==> config.mk <==
export PLATFORM = sky130hd
export DESIGN_NAME = rcw_ring_writer
export DESIGN_NICKNAME = d
export VERILOG_FILES = /design/src/rcw_pkg.sv /design/src/rcw_bucket.sv /design/src/rcw_ring_writer.sv
export SDC_FILE = /design/constraint.sdc
export NUM_CORES = 2
export LEC_CHECK = 0
export BUFFER_PORTS_ARGS = -buffer_cell sky130_fd_sc_hd__buf_2
export CORE_MARGIN = 3
export CORE_UTILIZATION = 35
export CTS_BUF_LIST = sky130_fd_sc_hd__clkbuf_4
export DETAILED_ROUTE_END_ITERATION = 16
export HOLD_SLACK_MARGIN = 0.02
export PLACE_DENSITY = 0.54
export SYNTH_ARGS = -nofsm -noshare
export SYNTH_HDL_FRONTEND = slang
export SYNTH_SLANG_ARGS = --single-unit
==> constraint.sdc <==
create_clock -name core_clk -period 22.7 [get_ports core_clk]
set_input_delay 0 -clock core_clk [delete_from_list [all_inputs] [get_ports core_clk]]
set_output_delay 0 -clock core_clk [all_outputs]
set_load 0.05 [all_outputs]
==> src/rcw_pkg.sv <==
// shared constants and carrier types of the processor-bound packet ring writer
// assumes a single core clock of 40 MHz and a 32-bit classic wishbone register port
package rcw_pkg;

  localparam int CLK_PERIOD_PS = 25000;
  localparam int FRAME_TIME_NS = 125000;
  localparam int FRAME_CYCLES = (FRAME_TIME_NS * 1000) / CLK_PERIOD_PS;

  localparam int NUM_BUF = 4;
  localparam int NUM_CH = 8;
  localparam int PTR_W = 16;
  localparam int LEN_W = 16;
  localparam int LVL_W = 23;
  localparam int TS_W = 16;
  localparam int FRAC_BITS = 6;
  localparam logic [3:0] SIZE_CODE_MAX = 4'h8;

  // register byte offsets
  localparam logic [9:0] OFS_STATUS = 10'h000;
  localparam logic [9:0] OFS_MASK = 10'h004;
  localparam logic [9:0] OFS_FRAME = 10'h008;
  localparam logic [9:0] OFS_BUF_BASE = 10'h100;
  localparam logic [9:0] OFS_CH_BASE = 10'h200;
  localparam logic [9:0] OFS_REGION_MASK = 10'h300;
  localparam logic [1:0] SUB_CFG = 2'h0;
  localparam logic [1:0] SUB_WPTR = 2'h1;
  localparam logic [1:0] SUB_RPTR = 2'h2;
  localparam logic [1:0] SUB_OCC = 2'h3;
  localparam logic [1:0] SUB_LIMIT = 2'h1;
  localparam logic [1:0] SUB_RATE = 2'h2;
  localparam logic [1:0] SUB_LEVEL = 2'h3;

  // field positions
  localparam int BUF_SIZE_LSB = 0;
  localparam int BUF_BASE_LSB = 8;
  localparam int CH_EN_BIT = 0;
  localparam int CH_BUF_LSB = 4;
  localparam int ST_HALF_LSB = 0;
  localparam int ST_LOST_BIT = 4;
  localparam int ST_POLICE_BIT = 5;
  localparam int ST_W = 6;

  // reset values
  localparam logic [31:0] RST_WORD = 32'h0000_0000;
  localparam logic [ST_W-1:0] RST_MASK = 6'h00;

  typedef struct packed {
    logic [2:0] ch;
    logic [LEN_W-1:0] len;
  } rcw_pkt_type;

  typedef struct packed {
    logic packet_dropped_no_room_flag;
    logic policing_discard_flag;
    logic [1:0] buf_sel;
    logic [2:0] ch;
    logic [PTR_W-1:0] offset;
    logic [LEN_W-1:0] len;
    logic [TS_W-1:0] stamp;
  } rcw_report_type;

  typedef struct packed {
    logic [31:0] addr;
    logic [LEN_W-1:0] len;
  } rcw_store_type;

  typedef enum logic [1:0] {
    RCW_IDLE = 2'b01,
    RCW_EVAL = 2'b10
  } rcw_state_type;

endpackage

==> src/rcw_bucket.sv <==
// token bucket arithmetic for one packet of one channel
// assumes the caller holds the bucket state and applies the returned level
`timescale 1ns/1ps
module rcw_bucket
  import rcw_pkg::*;
(
  input wire logic [LVL_W-1:0] level_in,
  input wire logic primed,
  input wire logic [TS_W-1:0] last_stamp,
  input wire logic [TS_W-1:0] now_stamp,
  input wire logic [15:0] rate,
  input wire logic [15:0] limit,
  input wire logic [LEN_W-1:0] len,
  output logic pass,
  output logic [LVL_W-1:0] level_out,
  output logic [LVL_W-1:0] level_drained
);
  wire [TS_W-1:0] elapsed = now_stamp - last_stamp;
  wire [31:0] drain = elapsed * rate;
  wire [31:0] level_wide = {{(32 - LVL_W){1'b0}}, level_in};
  // drain what has leaked since the last packet, never below empty
  wire [LVL_W-1:0] drained = !primed ? '0 :
                             (drain >= level_wide) ? '0 : LVL_W'(level_wide - drain);
  // zero limit field stands for the largest bucket
  wire [LVL_W-1:0] limit_units = (limit == 16'h0000) ?
                                 LVL_W'(32'h0001_0000 << FRAC_BITS) :
                                 LVL_W'({16'h0000, limit} << FRAC_BITS);
  wire [LVL_W-1:0] add_units = LVL_W'({16'h0000, len} << FRAC_BITS);
  wire [LVL_W:0] sum = {1'b0, drained} + {1'b0, add_units};

  assign pass = sum <= {1'b0, limit_units};
  assign level_out = pass ? sum[LVL_W-1:0] : drained;
  assign level_drained = drained;
endmodule

==> src/rcw_ring_writer.sv <==
// processor-bound packet ring writer: policing, ring placement, reports, irq
// assumes packets arrive from same-clock disassembly logic and a wishbone master
`timescale 1ns/1ps

module rcw_ring_writer
  import rcw_pkg::*;
#(
  parameter int FRAME_COUNT_CYCLES = FRAME_CYCLES
)
(
  input wire logic core_clk,
  input wire logic rst,
  input wire logic wb_cyc_i,
  input wire logic wb_stb_i,
  input wire logic wb_we_i,
  input wire logic [9:0] wb_adr_i,
  input wire logic [3:0] wb_sel_i,
  input wire logic [31:0] wb_dat_i,
  output logic [31:0] wb_dat_o,
  output logic wb_ack_o,
  input wire logic pkt_valid,
  input wire rcw_pkt_type pkt_in,
  output logic pkt_ready,
  output logic store_valid,
  output rcw_store_type store_out,
  output logic report_valid,
  output rcw_report_type report_out,
  output logic irq
);

  function automatic logic [PTR_W-1:0] ring_mask(input logic [3:0] code);
    logic [3:0] c;
    c = (code > SIZE_CODE_MAX) ? SIZE_CODE_MAX : code;
    ring_mask = PTR_W'((32'h0000_0100 << c) - 32'h1);
  endfunction

  function automatic logic [PTR_W-1:0] occupancy(input logic [PTR_W-1:0] wp,
                                                 input logic [PTR_W-1:0] rp,
                                                 input logic [PTR_W-1:0] m);
    occupancy = (wp - rp) & m;
  endfunction

  function automatic logic [31:0] merge(input logic [31:0] old, input logic [31:0] nw,
                                        input logic [3:0] sel);
    for (int i = 0; i < 4; i++) begin
      merge[i*8 +: 8] = sel[i] ? nw[i*8 +: 8] : old[i*8 +: 8];
    end
  endfunction

  // register state
  logic [31:0] buf_cfg [NUM_BUF];
  logic [PTR_W-1:0] buf_wptr [NUM_BUF];
  logic [PTR_W-1:0] buf_rptr [NUM_BUF];
  logic [31:0] ch_cfg [NUM_CH];
  logic [15:0] ch_limit [NUM_CH];
  logic [15:0] ch_rate [NUM_CH];
  logic [LVL_W-1:0] current_bucket_level [NUM_CH];
  logic [TS_W-1:0] ch_last [NUM_CH];
  logic [NUM_CH-1:0] ch_primed;
  logic [ST_W-1:0] status;
  logic [ST_W-1:0] mask;
  logic [31:0] frame_div;
  logic [TS_W-1:0] frame_count;
  rcw_state_type state;
  rcw_pkt_type pkt;

  // bus decode
  wire bus_req = wb_cyc_i && wb_stb_i && !wb_ack_o;
  wire bus_wr = bus_req && wb_we_i;
  wire [9:0] region = wb_adr_i & OFS_REGION_MASK;
  wire [1:0] sub = wb_adr_i[3:2];
  wire [1:0] buf_idx = wb_adr_i[5:4];
  wire [2:0] ch_idx = wb_adr_i[6:4];
  wire hit_buf = (region == OFS_BUF_BASE) && (wb_adr_i[7:6] == 2'b00);
  wire hit_ch = (region == OFS_CH_BASE) && !wb_adr_i[7];
  wire wr_status = bus_wr && (wb_adr_i == OFS_STATUS);
  wire wr_mask = bus_wr && (wb_adr_i == OFS_MASK);
  wire wr_buf = bus_wr && hit_buf;
  wire wr_ch = bus_wr && hit_ch;

  // per-ring occupancy and half-full level
  logic [PTR_W-1:0] occ [NUM_BUF];
  logic [NUM_BUF-1:0] half_full;
  for (genvar b = 0; b < NUM_BUF; b++) begin : g_ring
    wire [PTR_W-1:0] m = ring_mask(buf_cfg[b][BUF_SIZE_LSB +: 4]);
    assign occ[b] = occupancy(buf_wptr[b], buf_rptr[b], m);
    assign half_full[b] = {1'b0, occ[b]} > ({2'b00, m[PTR_W-1:1]} + 17'h1);
  end

  // packet evaluation
  wire [1:0] sel_buf = ch_cfg[pkt.ch][CH_BUF_LSB +: 2];
  wire ch_enabled = ch_cfg[pkt.ch][CH_EN_BIT];
  wire [PTR_W-1:0] sel_mask = ring_mask(buf_cfg[sel_buf][BUF_SIZE_LSB +: 4]);
  wire [PTR_W-1:0] sel_wp = buf_wptr[sel_buf];
  // one byte is kept free so that equal pointers always mean empty
  wire [PTR_W-1:0] sel_free = sel_mask - occ[sel_buf];
  wire fits = pkt.len <= sel_free;
  wire police_pass;
  wire [LVL_W-1:0] level_after;
  rcw_bucket u_bucket (
    .level_in(current_bucket_level[pkt.ch]),
    .primed(ch_primed[pkt.ch]),
    .last_stamp(ch_last[pkt.ch]),
    .now_stamp(frame_count),
    .rate(ch_rate[pkt.ch]),
    .limit(ch_limit[pkt.ch]),
    .len(pkt.len),
    .pass(police_pass),
    .level_out(level_after),
    .level_drained()
  );

  wire evaluating = (state == RCW_EVAL) && ch_enabled;
  wire police_drop = evaluating && !police_pass;
  wire room_drop = evaluating && police_pass && !fits;
  wire do_store = evaluating && police_pass && fits;
  wire [PTR_W-1:0] next_wp = (sel_wp + pkt.len) & sel_mask;
  wire [31:0] base_addr = {buf_cfg[sel_buf][31:BUF_BASE_LSB], {BUF_BASE_LSB{1'b0}}};

  wire [ST_W-1:0] events = {police_drop, room_drop, half_full};
  wire [ST_W-1:0] clr_bits = wr_status ? wb_dat_i[ST_W-1:0] : '0;
  // a new event wins over a simultaneous clear
  wire [ST_W-1:0] next_status = (status & ~clr_bits) | events;

  // read data selection
  logic [31:0] rd_buf;
  logic [31:0] rd_ch;
  always_comb begin
    case (sub)
      SUB_CFG: rd_buf = buf_cfg[buf_idx];
      SUB_WPTR: rd_buf = {16'h0000, buf_wptr[buf_idx]};
      SUB_RPTR: rd_buf = {16'h0000, buf_rptr[buf_idx]};
      SUB_OCC: rd_buf = {16'h0000, occ[buf_idx]};
      default: rd_buf = RST_WORD;
    endcase
    case (sub)
      SUB_CFG: rd_ch = ch_cfg[ch_idx];
      SUB_LIMIT: rd_ch = {16'h0000, ch_limit[ch_idx]};
      SUB_RATE: rd_ch = {16'h0000, ch_rate[ch_idx]};
      SUB_LEVEL: rd_ch = {{(32 - LVL_W){1'b0}}, current_bucket_level[ch_idx]};
      default: rd_ch = RST_WORD;
    endcase
  end
  wire [31:0] next_rdata = (wb_adr_i == OFS_STATUS) ? {26'h0, status} :
                           (wb_adr_i == OFS_MASK) ? {26'h0, mask} :
                           (wb_adr_i == OFS_FRAME) ? {16'h0000, frame_count} :
                           hit_buf ? rd_buf :
                           hit_ch ? rd_ch : RST_WORD;

  // wishbone slave: one wait state, ack for one cycle
  always_ff @(posedge core_clk) begin
    if (rst) begin
      wb_ack_o <= 1'b0;
      wb_dat_o <= RST_WORD;
    end else begin
      wb_ack_o <= bus_req;
      wb_dat_o <= bus_req && !wb_we_i ? next_rdata : RST_WORD;
    end
  end

  // frame time base for bucket leakage
  always_ff @(posedge core_clk) begin
    if (rst) begin
      frame_div <= '0;
      frame_count <= '0;
    end else if (frame_div >= 32'(FRAME_COUNT_CYCLES - 1)) begin
      frame_div <= '0;
      frame_count <= frame_count + 16'h1;
    end else begin
      frame_div <= frame_div + 32'h1;
    end
  end

  always_ff @(posedge core_clk) begin
    if (rst) begin
      status <= '0;
      mask <= RST_MASK;
      irq <= 1'b0;
    end else begin
      status <= next_status;
      if (wr_mask) begin
        mask <= ST_W'(merge(32'(mask), wb_dat_i, wb_sel_i));
      end
      irq <= |(next_status & mask);
    end
  end

  // ring tables; software writes take precedence over the hardware pointer update
  always_ff @(posedge core_clk) begin
    if (rst) begin
      for (int b = 0; b < NUM_BUF; b++) begin
        buf_cfg[b] <= RST_WORD;
        buf_wptr[b] <= '0;
        buf_rptr[b] <= '0;
      end
    end else begin
      if (do_store) begin
        buf_wptr[sel_buf] <= next_wp;
      end
      if (wr_buf && sub == SUB_CFG) begin
        buf_cfg[buf_idx] <= merge(buf_cfg[buf_idx], wb_dat_i, wb_sel_i);
      end
      if (wr_buf && sub == SUB_WPTR) begin
        buf_wptr[buf_idx] <= PTR_W'(merge(32'(buf_wptr[buf_idx]), wb_dat_i, wb_sel_i));
      end
      if (wr_buf && sub == SUB_RPTR) begin
        buf_rptr[buf_idx] <= PTR_W'(merge(32'(buf_rptr[buf_idx]), wb_dat_i, wb_sel_i));
      end
    end
  end

  // channel tables
  always_ff @(posedge core_clk) begin
    if (rst) begin
      ch_primed <= '0;
      for (int c = 0; c < NUM_CH; c++) begin
        ch_cfg[c] <= RST_WORD;
        ch_limit[c] <= '0;
        ch_rate[c] <= '0;
        current_bucket_level[c] <= '0;
        ch_last[c] <= '0;
      end
    end else begin
      if (evaluating) begin
        current_bucket_level[pkt.ch] <= level_after;
        ch_last[pkt.ch] <= frame_count;
        ch_primed[pkt.ch] <= 1'b1;
      end
      if (wr_ch && sub == SUB_CFG) begin
        ch_cfg[ch_idx] <= merge(ch_cfg[ch_idx], wb_dat_i, wb_sel_i);
        ch_primed[ch_idx] <= 1'b0;
      end
      if (wr_ch && sub == SUB_LIMIT) begin
        ch_limit[ch_idx] <= 16'(merge(32'(ch_limit[ch_idx]), wb_dat_i, wb_sel_i));
      end
      if (wr_ch && sub == SUB_RATE) begin
        ch_rate[ch_idx] <= 16'(merge(32'(ch_rate[ch_idx]), wb_dat_i, wb_sel_i));
      end
      if (wr_ch && sub == SUB_LEVEL) begin
        current_bucket_level[ch_idx] <= LVL_W'(wb_dat_i);
      end
    end
  end

  // packet sequencer: take one packet, evaluate it the next cycle, then report it if its channel is enabled
  always_ff @(posedge core_clk) begin
    if (rst) begin
      state <= RCW_IDLE;
      pkt <= '0;
      pkt_ready <= 1'b0;
      store_valid <= 1'b0;
      store_out <= '0;
      report_valid <= 1'b0;
      report_out <= '0;
    end else begin
      store_valid <= 1'b0;
      report_valid <= 1'b0;
      case (state)
        RCW_IDLE: begin
          pkt_ready <= 1'b1;
          if (pkt_valid && pkt_ready) begin
            pkt <= pkt_in;
            pkt_ready <= 1'b0;
            state <= RCW_EVAL;
          end
        end
        RCW_EVAL: begin
          store_valid <= do_store;
          store_out.addr <= base_addr + {16'h0000, sel_wp};
          store_out.len <= pkt.len;
          report_valid <= ch_enabled;
          report_out.packet_dropped_no_room_flag <= room_drop;
          report_out.policing_discard_flag <= police_drop;
          report_out.buf_sel <= sel_buf;
          report_out.ch <= pkt.ch;
          report_out.offset <= sel_wp;
          report_out.len <= pkt.len;
          report_out.stamp <= frame_count;
          pkt_ready <= 1'b1;
          state <= RCW_IDLE;
        end
        default: begin
          pkt_ready <= 1'b0;
          state <= RCW_IDLE;
        end
      endcase
    end
  end

endmodule

=== After elaboration in Yosys (flattened, before gate mapping) ===
Memory sizes are Yosys's and may differ from the RTL's. A register that Yosys moved wholly into a read port is not among the register bits.
Index checks and enable logic that the tools add are counted.

* $add $sub $neg: 21
* Multipliers: 1
* Magnitude comparators: 19
* Equality and inequality tests: 9
* Shift operators: 5
* Mux-type cells: 119
* Bitwise gates (word level): 17
* Reductions and logical operators: 53

{| class="wikitable"
|+ Operators by type and width
! kind !! count
|-
| 32-bit one-hot mux with 4 select lines || 2
|-
| 16-bit two-way mux || 11
|-
| 8-bit two-way mux || 19
|-
| 23-bit two-way mux || 6
|-
| 32-bit two-way mux || 4
|-
| 16-bit OR reduction || 6
|-
| 16-bit subtractor || 6
|-
| 16-bit AND || 5
|-
| 9-bit by 4-bit left shift with 16-bit output, first input constant || 5
|-
| 16-bit by 1-bit subtractor with 16-bit output, second input constant || 5
|-
| 15-bit by 1-bit adder with 16-bit output, second input constant || 4
|-
| 16-bit binary-select mux with 2-bit select || 2
|-
| 16-bit > comparator || 4
|-
| 32-bit OR reduction || 2
|-
| 3-bit two-way mux || 16
|-
| 23-bit OR reduction || 2
|-
| 1-bit two-way mux || 43
|-
| 32-bit by 1-bit adder with 32-bit output, second input constant || 1
|-
| 32-bit by 16-bit adder with 32-bit output || 1
|-
| 32-bit by 13-bit greater-or-equal comparator with 1-bit output, second input constant || 1
|-
| 32-bit by 23-bit greater-or-equal comparator with 1-bit output || 1
|-
| 16-bit by 16-bit multiplier with 32-bit output || 1
|-
| 1-bit logical AND || 25
|-
| 23-bit by 22-bit adder with 24-bit output || 1
|-
| 36 further kinds || 71
|}

* Register bits after elaboration: 213
* Memory bits (writable): 1080
* Output and inout bits: 140
* Memories kept: 8

{| class="wikitable"
|+ Memories
! name !! depth !! width !! read ports !! clocked after Yosys merged registers in !! wr ports !! RTL line !! RTL
|-
| ch_cfg || 8 || 32 || 2 || 1 || 8 || rcw_ring_writer.sv:54 || <nowiki>logic [31:0] ch_cfg [NUM_CH];</nowiki>
|-
| current_bucket_level || 8 || 23 || 2 || 1 || 8 || rcw_ring_writer.sv:57 || <nowiki>logic [LVL_W-1:0] current_bucket_level [NUM_CH];</nowiki>
|-
| buf_cfg || 4 || 32 || 6 || 0 || 4 || rcw_ring_writer.sv:51 || <nowiki>logic [31:0] buf_cfg [NUM_BUF];</nowiki>
|-
| ch_last || 8 || 16 || 1 || 1 || 8 || rcw_ring_writer.sv:58 || <nowiki>logic [TS_W-1:0] ch_last [NUM_CH];</nowiki>
|-
| ch_limit || 8 || 16 || 2 || 1 || 8 || rcw_ring_writer.sv:55 || <nowiki>logic [15:0] ch_limit [NUM_CH];</nowiki>
|-
| ch_rate || 8 || 16 || 2 || 1 || 8 || rcw_ring_writer.sv:56 || <nowiki>logic [15:0] ch_rate [NUM_CH];</nowiki>
|-
| 2 more memories || n/a || n/a || n/a || n/a || n/a || n/a ||
|}

=== Logic depth before layout (Yosys ltp) ===
An unclocked memory read counts as a cell.

* Word-level depth: 17
* Mapped depth: 79
* Depth with buffers taken out: 69

=== Cells and area by module ===
From an unflattened synthesis, not the netlist that was laid out.

* Cells, all modules: 7677
* Area, all modules: 82740.6 um2

{| class="wikitable"
|+ By module, submodules not included
! module !! instances !! cells an instance !! area an instance (um2) !! seq. area each (um2)
|-
| rcw_ring_writer || 1 || 6096 || 70256.1 || 36595.1
|-
| rcw_bucket || 1 || 1581 || 12484.5 || 0.0
|}

=== Least setup slack after synthesis ===
OpenSTA, ideal clock, no wires.

* Path type: register -> register
* From: register with a tool-made name
* To: memory buf_wptr[0][0], enable pin
* Library setup time: 411 ps
* Arrival: 17264 ps
* Path slack: 5025 ps
* Cell stages (with the launch flop): 75
* Clock period less this slack: 17675 ps
* Cells stage by stage: dfxtp_1 buf_6 buf_6 buf_2 buf_2 clkbuf_1 buf_1 mux4_2 mux2i_1 ha_1 nor2b_1 o21ai_0 a21boi_0 o21ai_0 a21boi_0 o2111ai_1 a31oi_1 a211o_1 [... 39 more ...] a31o_2 nand3_1 nand2_1 xor2_1 ha_1 nand2_1 nor4_1 o31ai_1 o2111ai_1 a221o_1 nand2_1 o21ai_1 and3_1 buf_4 nor3_4 nand2_2 buf_2 o21ai_0

{| class="wikitable"
|+ RTL lines
! element !! RTL line !! RTL
|-
| to (decl) || rcw_ring_writer.sv:52 || <nowiki>logic [PTR_W-1:0] buf_wptr [NUM_BUF];</nowiki>
|}

==> flow_summary.html <==
<table>
<tr><th>Metric</th><th>Value</th></tr>
<tr><th colspan="2">Outcome</th></tr>
<tr><td>Outcome</td><td>finished clean</td></tr>
<tr><th colspan="2">Critical path</th></tr>
<tr><td>Combined buffer and inverter count along the critical path</td><td>6</td></tr>
<tr><td>Number of cells on the worst reg-to-reg path</td><td>59</td></tr>
<tr><td>Slowest cell on the critical path</td><td>sky130_fd_sc_hd__buf_4</td></tr>
<tr><td>Largest delay share family, worst path</td><td>compound AO/OA/AOI/OAI gates</td></tr>
<tr><td>Critical path's largest stage delay</td><td>0.72 ns</td></tr>
<tr><td>Arrival time of the worst setup path</td><td>19.96 ns</td></tr>
<tr><td>Sort of element at the end of the critical path</td><td>register</td></tr>
<tr><td>Setup slack of the worst register-to-register path</td><td>3.93 ns</td></tr>
<tr><td>Most prevalent standard cell on the critical path</td><td>sky130_fd_sc_hd__fa_1</td></tr>
<tr><td>RR Endpoint</td><td>buf_wptr[2][8]$_DFFE_PP_</td></tr>
<tr><td>Endpoint required time on the critical path</td><td>23.89 ns</td></tr>
<tr><td>Category of the worst setup path launch point</td><td>register</td></tr>
<tr><td>Startpoint-to-endpoint class of the critical path</td><td>register to register</td></tr>
<tr><td>Worst-path maximum fanout</td><td>37</td></tr>
<tr><th colspan="2">Clock network</th></tr>
<tr><td>Number of clock buffers inserted by TritonCTS</td><td>371</td></tr>
<tr><td>Count of cells resized by post-cts repair</td><td>0</td></tr>
<tr><td>CTS sink cnt</td><td>1288</td></tr>
<tr><td>Hold-fix buffers at CTS</td><td>210</td></tr>
<tr><td>Clock Latency Late Sink</td><td>1.40 ns</td></tr>
<tr><td>Buffer levels on the longest clock path</td><td>4</td></tr>
<tr><td>H-tree depth</td><td>5</td></tr>
<tr><td>Clock root buffer master</td><td>sky130_fd_sc_hd__clkbuf_4</td></tr>
<tr><td>Total setup buffers inserted after CTS</td><td>0</td></tr>
<tr><td>Clk pin slew, worst setup/hold paths</td><td>0.07 ns</td></tr>
<tr><td>TritonCTS clock tree</td><td>done</td></tr>
<tr><th colspan="2">Cells and area</th></tr>
<tr><td>Most frequent standard cell in the layout excluding fill and tap cells</td><td>sky130_fd_sc_hd__nor2_1</td></tr>
<tr><td>Multi-input combinational cell area</td><td>0.0420 mm2</td></tr>
<tr><td>Relative area change from synthesis to final layout</td><td>13.4%</td></tr>
<tr><td>Commonest cells after routing, fill and taps aside</td><td>1086 x sky130_fd_sc_hd__nor2_1, 1080 x sky130_fd_sc_hd__edfxtp_1, 751 x sky130_fd_sc_hd__nand2_1</td></tr>
<tr><td>Share of layout cells above drive strength 1</td><td>19.2%</td></tr>
<tr><td>Filler cells</td><td>22704</td></tr>
<tr><td>Combined flip-flop and latch cell area</td><td>0.0366 mm2</td></tr>
<tr><td>Net count, final</td><td>8471</td></tr>
<tr><th colspan="2">Routing</th></tr>
<tr><td>Per-cell via count in the routed design</td><td>5.70</td></tr>
<tr><td>Wire per inst</td><td>27.5 um</td></tr>
<tr><td>Post-Route WL</td><td>310000 um</td></tr>
<tr><td>Detailed-route via count</td><td>64119</td></tr>
<tr><td>Detail Route Antenna Nets</td><td>0</td></tr>
<tr><td>Drt drc</td><td>0</td></tr>
<tr><td>Detailed-router iteration count before antenna repair</td><td>7</td></tr>
<tr><td>Violation count after the first detailed-route iteration</td><td>6923</td></tr>
<tr><th colspan="2">Worst hold path</th></tr>
<tr><td>Class of the worst hold path</td><td>input port to register</td></tr>
<tr><td>Hold Path End</td><td>wb_dat_o[18]$_SDFF_PP0_</td></tr>
<tr><td>Worst Min Path Start</td><td>wb_adr_i[4]</td></tr>
<tr><td>Worst hold path stage count</td><td>5</td></tr>
<tr><th colspan="2">Die</th></tr>
<tr><td>Number of core rows</td><td>177</td></tr>
<tr><td>Area of the core</td><td>0.233 mm2</td></tr>
<tr><td>Starting density of the core</td><td>35.2%</td></tr>
<tr><td>Area of the die</td><td>0.240 mm2</td></tr>
<tr><td>DIE HEIGHT</td><td>490 um</td></tr>
<tr><td>Width of the die</td><td>490 um</td></tr>
<tr><td>Number of primary I/O pins</td><td>211</td></tr>
<tr><th colspan="2">STA</th></tr>
<tr><td>Worst slew margin relative to its limit</td><td>9.56%</td></tr>
<tr><td>Clock tree skew after final layout</td><td>0.165 ns</td></tr>
<tr><td>Post-route minimum period</td><td>18.77 ns</td></tr>
<tr><td>Endpoints failing hold</td><td>0</td></tr>
<tr><td>Setup_tns</td><td>0 ns</td></tr>
<tr><td>Number of pins exceeding their max-slew limit in the final report</td><td>0</td></tr>
<tr><td>Number of setup violations in the final report</td><td>0</td></tr>
<tr><td>Final Cycle Share</td><td>82.7%</td></tr>
<tr><td>Highest clock rate</td><td>53.3 MHz</td></tr>
<tr><td>RSZ-0062 raised after global routing</td><td>no</td></tr>
<tr><td>Slew at the pin closest to its max-slew limit</td><td>1.35 ns</td></tr>
<tr><th colspan="2">Place</th></tr>
<tr><td>Number of I/O port buffers</td><td>210</td></tr>
<tr><td>Global placer's final weighted congestion</td><td>0.984</td></tr>
<tr><td>Post-detailed-placement half-perimeter wirelength</td><td>210000 um</td></tr>
<tr><th colspan="2">Global route</th></tr>
<tr><td>Vias in the first global route</td><td>63841</td></tr>
<tr><td>Wire length of the first global-routing pass</td><td>444000 um</td></tr>
<tr><td>Initial antenna violation count</td><td>24</td></tr>
<tr><td>Global-route usage over all layers</td><td>25.1%</td></tr>
<tr><td>Largest net degree at the start of global routing</td><td>106</td></tr>
<tr><td>Global route overflow</td><td>0</td></tr>
<tr><th colspan="2">Logic synthesis</th></tr>
<tr><td>Top flip-flop cell by instance count after synthesis</td><td>sky130_fd_sc_hd__edfxtp_1</td></tr>
<tr><td>Number of standard cells after synthesis</td><td>7378</td></tr>
<tr><td>Sequential fraction of the synthesis area</td><td>44.6%</td></tr>
<tr><td>Ys async rst share</td><td>0%</td></tr>
<tr><td>Yosys warning total</td><td>0</td></tr>
<tr><td>Synthesized flop and latch total</td><td>1288</td></tr>
<tr><td>Distinct cells, synth</td><td>94</td></tr>
<tr><td>Average instance area after synthesis</td><td>11.1 um2</td></tr>
<tr><td>Number of synthesized flops with an enable pin</td><td>1080</td></tr>
<tr><td>Total standard cell area after synthesis</td><td>0.0821 mm2</td></tr>
<tr><th colspan="2">Flow run</th></tr>
<tr><td>Max-cap violation count</td><td>0</td></tr>
</table>
-- routing by layer --
| metal | up-vias | GRT usage [%] | wire length (um) |
|---|---|---|---|
| met5 | - | 0 | 111 |
| met4 | 16 | 12.4 | 16200 |
| met3 | 662 | 5.66 | 30000 |
| met2 | 3374 | 38.7 | 139000 |
| met1 | 32296 | 33.2 | 124000 |
| li1 | 27771 | - | - |
-- how the worst max path moves through the flow --
stage | start | to | slack [ns] | depth (start not counted)
detailed placement | register | buf_wptr[2][8]$_DFFE_PP_ | 4.08 | 59
CTS | register | buf_wptr[2][8]$_DFFE_PP_ | 4.01 | 59
finish | register | buf_wptr[2][8]$_DFFE_PP_ | 3.93 | 59
global route | register | buf_wptr[2][8]$_DFFE_PP_ | 2.47 | 62
floorplan | register | buf_wptr[0][0]$_DFFE_PP_ | 5.02 | 74
global placement | register | buf_wptr[2][8]$_DFFE_PP_ | 4.35 | 59
-- cells in the mapped netlist, types with 49 or more instances --
master | instances | area share, %
sky130_fd_sc_hd__edfxtp_1 | 1080 | 40
sky130_fd_sc_hd__o31ai_1 | 111 | 1.0
sky130_fd_sc_hd__inv_1 | 432 | 2.0
sky130_fd_sc_hd__o21ai_0 | 227 | 1.4
sky130_fd_sc_hd__ha_1 | 348 | 5.3
sky130_fd_sc_hd__nor2_1 | 1086 | 5.0
sky130_fd_sc_hd__mux2i_1 | 242 | 3.0
sky130_fd_sc_hd__mux2_2 | 105 | 1.4
sky130_fd_sc_hd__nand3_1 | 85 | 0.52
sky130_fd_sc_hd__nand2_1 | 754 | 3.4
sky130_fd_sc_hd__nand4_1 | 56 | 0.43
sky130_fd_sc_hd__nor2b_1 | 75 | 0.57
sky130_fd_sc_hd__fa_1 | 203 | 5.0
sky130_fd_sc_hd__clkbuf_1 | 340 | 1.6
sky130_fd_sc_hd__dfxtp_1 | 208 | 5.1
sky130_fd_sc_hd__xor2_1 | 69 | 0.74
sky130_fd_sc_hd__and2_1 | 207 | 1.6
sky130_fd_sc_hd__a21o_1 | 92 | 0.84
sky130_fd_sc_hd__a21oi_1 | 192 | 1.2
sky130_fd_sc_hd__o21ai_1 | 65 | 0.40
sky130_fd_sc_hd__mux4_2 | 414 | 11
sky130_fd_sc_hd__a211oi_1 | 85 | 0.78
sky130_fd_sc_hd__xnor2_1 | 108 | 1.2
sky130_fd_sc_hd__a31oi_1 | 49 | 0.37
sky130_fd_sc_hd__nand2b_1 | 91 | 0.69
sky130_fd_sc_hd__nor3_1 | 70 | 0.43
sky130_fd_sc_hd__buf_1 | 78 | 0.36
-- tightest hold or removal path: cells and delay by family --
kind	cells	cell delay, ns
muxes	1	0.46
AOI/OAI and AO/OA	1	0.08
and+or+nand+nor	1	0.08
buffers and inverters	2	0.85
-- per-stage QoR --
step	cell area, um2	cells	util (%)	setup WS [ns]	hold slack (ns)
final	93100	11257	39.9	3.93	0.196
after global placement	86400	10398	37.1	4.35	0.249
after floorplan	82100	7396	-	5.02	0.136
after CTS	93000	11241	39.9	4.01	0.0259
after detailed placement	86400	10398	37.1	4.08	0.256
after global routing	93000	11250	39.9	2.47	0.0952
-- cells by family after synthesis --
family / count (synthesis) / synth area share [%]
mux: 763 / 15.8
fa+ha+maj: 551 / 10.3
buf+inv: 928 / 4.52
simple gates: 2570 / 13.9
other cells: 1 / 0.00457
compound gates: 1100 / 9.06
xor+xnor: 177 / 1.89
flops: 1288 / 44.6
-- flip-flops by register name (all words and copies together), names as in the netlist, 47 cells and up, named ones only --
| register | flops |
|---|---|
| ch_last | 128 |
| ch_cfg | 256 |
| buf_cfg | 128 |
| report_out | 47 |
| buf_rptr | 64 |
| ch_rate | 128 |
| current_bucket_level | 184 |
| ch_limit | 128 |
| buf_wptr | 64 |
-- final cells by class --
cell class / instances / share of cell area (%)
sequential: 1288 / 39.3
antenna: 16 / 0.0430
clock inverter: 92 / 0.508
tap: 3132 / 4.21
timing repair buffer: 569 / 4.67
clock buffer: 541 / 4.36
multi-input combinational: 5180 / 45.1
inverter: 439 / 1.77
Power is left out: the tool's default activity adds up to more than one toggle a clock period on the data nets, which glitch-free logic cannot reach.
